## src/logic/ppc_regs.svh

```systemverilog
// Purpose: Register map and field positions of the pad control block
// Assumes: Byte-wide registers on a 16-bit byte address
// Notes: Included by bare name
`ifndef PPC_REGS_SVH
`define PPC_REGS_SVH

`define PPC_ADDR_W 16
`define PPC_DATA_W 8
`define PPC_PINS 8

`define PPC_PAD_CONTROL_ADDR 16'h0010
`define PPC_PULLUP_ENABLE_ADDR 16'h0013
`define PPC_PULLUP_STATUS_ADDR 16'h0014

`define PPC_PAD_CONTROL_RESET 8'h00
`define PPC_PULLUP_ENABLE_RESET 8'h00
`define PPC_READ_IDLE 8'h00
`define PPC_SELECT_RESET 1'b0

`define PPC_SLEW_BIT 0
`define PPC_P2_LEVEL_BIT 6
`define PPC_MBI_LEVEL_BIT 7

`endif
```

## src/logic/ppc_pkg.sv

```systemverilog
// Purpose: Shared types of the pad control block
// Assumes: Nothing beyond the register header
// Notes: Register select drives both write and read decode
package ppc_pkg;

	typedef logic [7:0] ppc_byte_t;

	typedef enum logic [1:0] {
		ppc_sel_none,
		ppc_sel_pad_control,
		ppc_sel_pullup_enable,
		ppc_sel_pullup_status
	} ppc_sel_t;

endpackage

```

## src/logic/ppc_pad_if.sv

```systemverilog
// Purpose: Carries pull-up enables and direction to the gating logic
// Assumes: One clock domain, purely combinational path
// Notes: Direction bit high means the pin drives as an output
`timescale 1ns/10ps
interface ppc_pad_if;
	import ppc_pkg::*;

	ppc_byte_t pullup_enable;
	ppc_byte_t dir_out;
	ppc_byte_t pullup_on;

	modport regs
	(
		output pullup_enable,
		output dir_out,
		input pullup_on
	);

	modport gate
	(
		input pullup_enable,
		input dir_out,
		output pullup_on
	);
endinterface

```

## src/logic/ppc_pad_ctrl.sv

```systemverilog
// Purpose: Port pad control and port 2 pull-up enable registers
// Assumes: Plain byte register port, strobes one cycle, never together
// Notes: Read data valid only in the cycle after the read strobe
//
// Notes on behaviour
// - Port 2 pull-ups enabled by software register
// - Enable bit n governs port 2 pin n
// - Pull-up applied only on enabled input pins
// - Output pins ignore enable, never pulled up
// - Enable bit 0 off, 1 on; bit0 lowest
// - Control bit 0 enables slew control, ports 0-3
// - Control bit 6: 0 reduced, 1 CMOS level
`timescale 1ns/10ps
`include "ppc_regs.svh"
module ppc_pad_ctrl
	import ppc_pkg::*;
(
	input wire logic clk,
	input wire logic reset,
	input wire logic [`PPC_ADDR_W-1:0] addr,
	input wire logic [`PPC_DATA_W-1:0] wdata,
	input wire logic wr_en,
	input wire logic rd_en,
	output logic [`PPC_DATA_W-1:0] rdata,
	input wire logic [`PPC_PINS-1:0] port2_dir_out,
	output logic [`PPC_PINS-1:0] port2_pullup_on,
	output logic slew_rate_enable,
	output logic port2_input_level_select,
	output logic mbi_input_level_select,
	output logic [`PPC_DATA_W-1:0] port_pad_control
);

	ppc_pad_if pad ();

	ppc_byte_t pad_control_r;
	ppc_byte_t pullup_enable_r;
	ppc_byte_t rdata_r;
	ppc_byte_t rdata_nxt;
	ppc_sel_t wr_sel;
	ppc_sel_t rd_sel;

	// Shared by the write and read paths
	function automatic ppc_sel_t decode(input logic [`PPC_ADDR_W-1:0] a);
		ppc_sel_t s;
		s = ppc_sel_none;
		case (a)
			`PPC_PAD_CONTROL_ADDR: s = ppc_sel_pad_control;
			`PPC_PULLUP_ENABLE_ADDR: s = ppc_sel_pullup_enable;
			`PPC_PULLUP_STATUS_ADDR: s = ppc_sel_pullup_status;
			default: s = ppc_sel_none;
		endcase
		return s;
	endfunction

	always_comb
	begin
		wr_sel = wr_en ? decode(addr) : ppc_sel_none;
		rd_sel = rd_en ? decode(addr) : ppc_sel_none;
	end

	// Pad control: all eight bits stored, upper meanings go to pad logic
	always_ff @(posedge clk or posedge reset)
	begin
		if (reset)
			pad_control_r <= `PPC_PAD_CONTROL_RESET;
		else if (wr_sel == ppc_sel_pad_control)
			pad_control_r <= wdata;
	end

	// Pull-up enables, one bit per pin, 1 enables
	always_ff @(posedge clk or posedge reset)
	begin
		if (reset)
			pullup_enable_r <= `PPC_PULLUP_ENABLE_RESET;
		else if (wr_sel == ppc_sel_pullup_enable)
			pullup_enable_r <= wdata;
	end

	// Slew and level selects registered from the stored control bits, one cycle later
	always_ff @(posedge clk or posedge reset)
	begin
		if (reset)
		begin
			slew_rate_enable <= `PPC_SELECT_RESET;
			port2_input_level_select <= `PPC_SELECT_RESET;
			mbi_input_level_select <= `PPC_SELECT_RESET;
			port_pad_control <= `PPC_PAD_CONTROL_RESET;
		end
		else
		begin
			slew_rate_enable <= pad_control_r[`PPC_SLEW_BIT];
			port2_input_level_select <= pad_control_r[`PPC_P2_LEVEL_BIT];
			mbi_input_level_select <= pad_control_r[`PPC_MBI_LEVEL_BIT];
			port_pad_control <= pad_control_r;
		end
	end

	// Gating kept combinational so a turn to output drops the pull-up at once
	always_comb
	begin
		pad.pullup_enable = pullup_enable_r;
		pad.dir_out = port2_dir_out;
		port2_pullup_on = pad.pullup_on;
	end

	ppc_pullup_gate u_gate
	(
		.pad(pad.gate)
	);

	// Unmapped reads answer zero; status shows the live pull-ups
	always_comb
	begin
		case (rd_sel)
			ppc_sel_pad_control: rdata_nxt = pad_control_r;
			ppc_sel_pullup_enable: rdata_nxt = pullup_enable_r;
			ppc_sel_pullup_status: rdata_nxt = pad.pullup_on;
			ppc_sel_none: rdata_nxt = `PPC_READ_IDLE;
			default: rdata_nxt = `PPC_READ_IDLE;
		endcase
	end

	// Idle value outside the answer cycle keeps the bus quiet
	always_ff @(posedge clk or posedge reset)
	begin
		if (reset)
			rdata_r <= `PPC_READ_IDLE;
		else
			rdata_r <= rdata_nxt;
	end

	assign rdata = rdata_r;

endmodule

```

## src/logic/ppc_pullup_gate.sv

```systemverilog
// Purpose: Effective pull-up per port 2 pin
// Assumes: Direction bits are stable synchronous levels
// Notes: No storage, so the pad sees a direction change at once
`timescale 1ns/10ps
module ppc_pullup_gate
	import ppc_pkg::*;
(
	ppc_pad_if.gate pad
);

	// Pull-up only on an input pin whose enable is set
	always_comb
	begin
		pad.pullup_on = pad.pullup_enable & ~pad.dir_out;
	end

endmodule

```

## config.mk

```make
export PLATFORM = sky130hd
export DESIGN_NAME = ppc_pad_ctrl
export DESIGN_NICKNAME = d
export VERILOG_FILES = /design/src/logic/ppc_pkg.sv /design/src/logic/ppc_pad_if.sv /design/src/logic/ppc_pad_ctrl.sv /design/src/logic/ppc_pullup_gate.sv
export VERILOG_INCLUDE_DIRS = /design/src /design/src/logic
export SDC_FILE = /design/constraint.sdc
export NUM_CORES = 1
export LEC_CHECK = 0
export ABC_AREA = 1
export ABC_CLOCK_PERIOD_IN_PS = 1200
export BUFFER_PORTS_ARGS = -buffer_cell sky130_fd_sc_hd__buf_4
export CORE_MARGIN = 2
export CORE_UTILIZATION = 51
export CTS_CLUSTER_SIZE = 8
export DETAILED_ROUTE_END_ITERATION = 12
export PLACE_DENSITY = 0.83
export SKIP_LAST_GASP = 1
export SYNTH_ARGS = -nofsm -noshare
export SYNTH_HDL_FRONTEND = slang
export SYNTH_HIERARCHICAL = 1
export SYNTH_SLANG_ARGS = --single-unit
export TNS_END_PERCENT = 1
```

## constraint.sdc

```tcl
create_clock -name clk -period 1.2 [get_ports clk]
set_input_delay 0.06 -clock clk [delete_from_list [all_inputs] [get_ports clk]]
set_output_delay 0.06 -clock clk [all_outputs]
set_load 0.02 [all_outputs]
```

==> summary.md <==
| Metric | Value |
|---|---|
| Crit path max-delay family | `flip-flops` |
| First-pass GRT wire length | `5970 um` |
| N_diodes | `0` |
| Min-Delay Path Depth | `3` |
| Core Area | `between 3000 and 4000 um^2` |
| Critical-path cell list | `inv_1 -> nor2_2 -> buf_4` |
| Critical path depth | `3` |
| Total power | `around 2.1 mW` |
| Warnings from Yosys | `6` |
| Final setup violation count | `0` |
| Relative slew margins | `0.591` |
| Commonest non-fill, non-tap cells in the layout | `buf_4, dfrtp_1, inv_1, nand2_1` |
| Area Growth Syn to Fin | `39.5%` |
| Drt first pass iters | `5` |
| Yosys top cell by area | `dfrtp_1` |
| Syn Std Cell Area | `roughly 1600 um^2` |
| Clock latency on the worst-skew pair | `around 0.33 ns` |
| VDD IR max | `around 0.00081 V` |
| Clock buffer depth | `2` |
| FILL cells | `between 200 and 250` |
| Max stage delay cell, worst path | `dfrtp_1` |
| Final Max Slew Viols | `0` |
| Cells after Synth | `between 150 and 200` |
| Critical Path Max Stage Delay | `around 0.41 ns` |
| Grt ovf | `0` |
| Pwr Density | `between 900 and 1000 nW/um^2` |
| Starting density of the core | `0.530` |
| Syn avg cell area | `9.95 um^2` |
| RSZ-0062 raised after global routing | `false` |
| Gp weighted congestion | `0.835` |
| Required @ worst endpoint | `approximately 1.1 ns` |
| Net Count, Synth | `196` |
| Endpoints failing hold | `0` |
| DRC | `0` |
| CTS Buf Count | `5` |
| CP Capture Type | `output port` |
| Placed cells | `250` |
| Tcrit/Tclk final | `0.958` |
| Vias in the first global route | `about 1,400` |
| Synthesized flop and latch total | `32` |
| Worst-path fanout max | `3` |
| Maximum Capacitance Violations | `0` |
| Layout cells sized above 1 | `0.498` |
| R2R Setup Slk | `~0.35 ns` |
| Status | `finished clean` |
| DR WL/cell | `about 14 um` |
| Clk slew on worst S/H paths | `~0.11 ns` |
| # H-tree levels | `2` |
| Buf+Inv Stages, Crit Path | `2` |
| Antenna violation net count after detailed routing | `0` |
| Initial antenna violation count | `0` |
| First-iteration detailed-routing DRC count | `46` |
| Final Non-Filler Cells | `~270` |
| F_max | `a little under 900 MHz` |
| Worst slew pin tran | `slightly above 0.6 ns` |
| Vias per cell | `around 5.2` |
| Hold WC Path Type | `in2reg` |
| IO Pins | `63` |
| # rows | `20` |
| CP arrival | `1.09 ns` |
| Die ar. | `around 3600 um^2` |
| Port-buffer cells | `slightly above 60` |
| Via count | `1,380` |
| Final #Nets | `between 200 and 300` |
| CTS Root Cell | `clkbuf_4` |
| WL final | `between 3000 and 4000 um` |
| Share of the synthesized area in the top cell type | `0.503` |
| Commonest non-fill, non-tap cell in the layout | `buf_4` |
| CTS tree | `yes` |
| Cell variety after synth | `21` |
| Num Clock Sinks | `32` |
| Kind of critical path | `reg2out` |
| Register area share after synthesis | `0.503` |
| Post-layout minimum cycle time | `roughly 1.2 ns` |
| Top cells by area, synth | `dfrtp_1, o21ai_2, nand4_1, inv_1, nand3_1` |
| Leakage | `1.19 nW` |
| CP Launch Type | `flop` |
| Die Width | `59.9 um` |
| GRT Util Overall | `0.227` |
| R2R cell count | `4` |
| Largest net degree at the start of global routing | `33` |
| DP Wirelength | `between 2000 and 3000 um` |
| Skew final | `approximately 0.0054 ns` |
| Die Height | `59.9 um` |
| Worst Hold Slack | `~0.013 ns` |
-- registers in the layout, indices dropped and copies added, names as in the netlist --
| name | cells |
|---|---|
| mbi_input_level_select | 1 |
| pad.pullup_enable | 8 |
| pad_control_r | 8 |
| port_pad_control | 7 |
| rdata | 8 |
-- layer usage --
metal | global-route usage | vias up | share of wire
met5 | 0 | - | 0
met4 | 0.114 | 0 | 0.018
met3 | 0.0779 | 9 | 0.058
met2 | 0.368 | 57 | 0.52
met1 | 0.266 | 651 | 0.40
li1 | - | 663 | -
-- cell usage after synthesis, drive strengths merged --
master	n
nand3b	1
dfrtp	32
nand2	24
nand3	19
inv	26
nand4	16
o21ai	16
clkbuf	1
and2	1
buf	8
nor2	15
a21boi	1
-- path summary, 6_finish.rpt --
| check | to | start |
|---|---|---|
| worst max-delay path | port2_pullup_on[4] | pad.pullup_enable[4] |
| worst min-delay path | pad.pullup_enable[7] | wdata[7] |
| worst max register to register | rdata[4] | pad.pullup_enable[4] |
| worst min register to register | port_pad_control[0] | pad_control_r[0] |
| max in group asynchronous | port_pad_control[1] | reset |
| min in group asynchronous | rdata[2] | reset |
-- where the power goes --
group | switching (mW) | internal, mW
logic | 0.106 | 0.107
registers | 0.000370 | 1.08
clock network | 0.375 | 0.434
total | 0.481 | 1.62
-- timing repair --
item / 4_1_cts / 5_1_grt
gates resized for setup: 0 / 0
hold buffers: 6 / 1
endpoints found under the setup margin: 0 / 1
buffers inserted: 0 / 1
hold endpoints to repair: 41 / 1
-- worst register-to-register path, delay by kind of cell (launching register included) --
family / cells / cell delay, ns
flops: 1 / 0.41
buf+inv: 1 / 0.07
simple gates: 3 / 0.31
-- final cells by class --
| class | count | area (um^2) | share of cell area |
|---|---|---|---|
| clock inverter | 3 | 42.5 | 0.0192 |
| sequential | 32 | 801 | 0.361 |
| multi-input combinational | 93 | 627 | 0.282 |
| inverter | 26 | 97.6 | 0.0440 |
| timing repair buffer | 74 | 573 | 0.258 |
| clock buffer | 5 | 37.5 | 0.0169 |
| tap | 33 | 41.3 | 0.0186 |
-- kinds of logic (layout without fill, tap and decap cells) --
family | Yosys count | count (layout) | share of synthesized area
AO/OA/AOI/OAI | 17 | 17 | 0.0928
buffers and inverters | 35 | 108 | 0.103
flip-flops | 32 | 32 | 0.503
AND/OR/NAND/NOR | 76 | 76 | 0.301
-- through the flow --
stage           util  instance area [um^2]  worst slack (ns)  setup TNS, ns
6_report       0.739                  2220            0.0499              0
5_1_grt        0.739                  2220           0.00359              0
4_1_cts        0.733                  2200            0.0439              0
3_5_place_dp   0.687                  2060           -0.0173        -0.0776
3_3_place_gp   0.687                  2060            0.0330              0
2_1_floorplan      -                  1590             0.143              0
No activity file was read; power rests on OpenSTA's default activity.
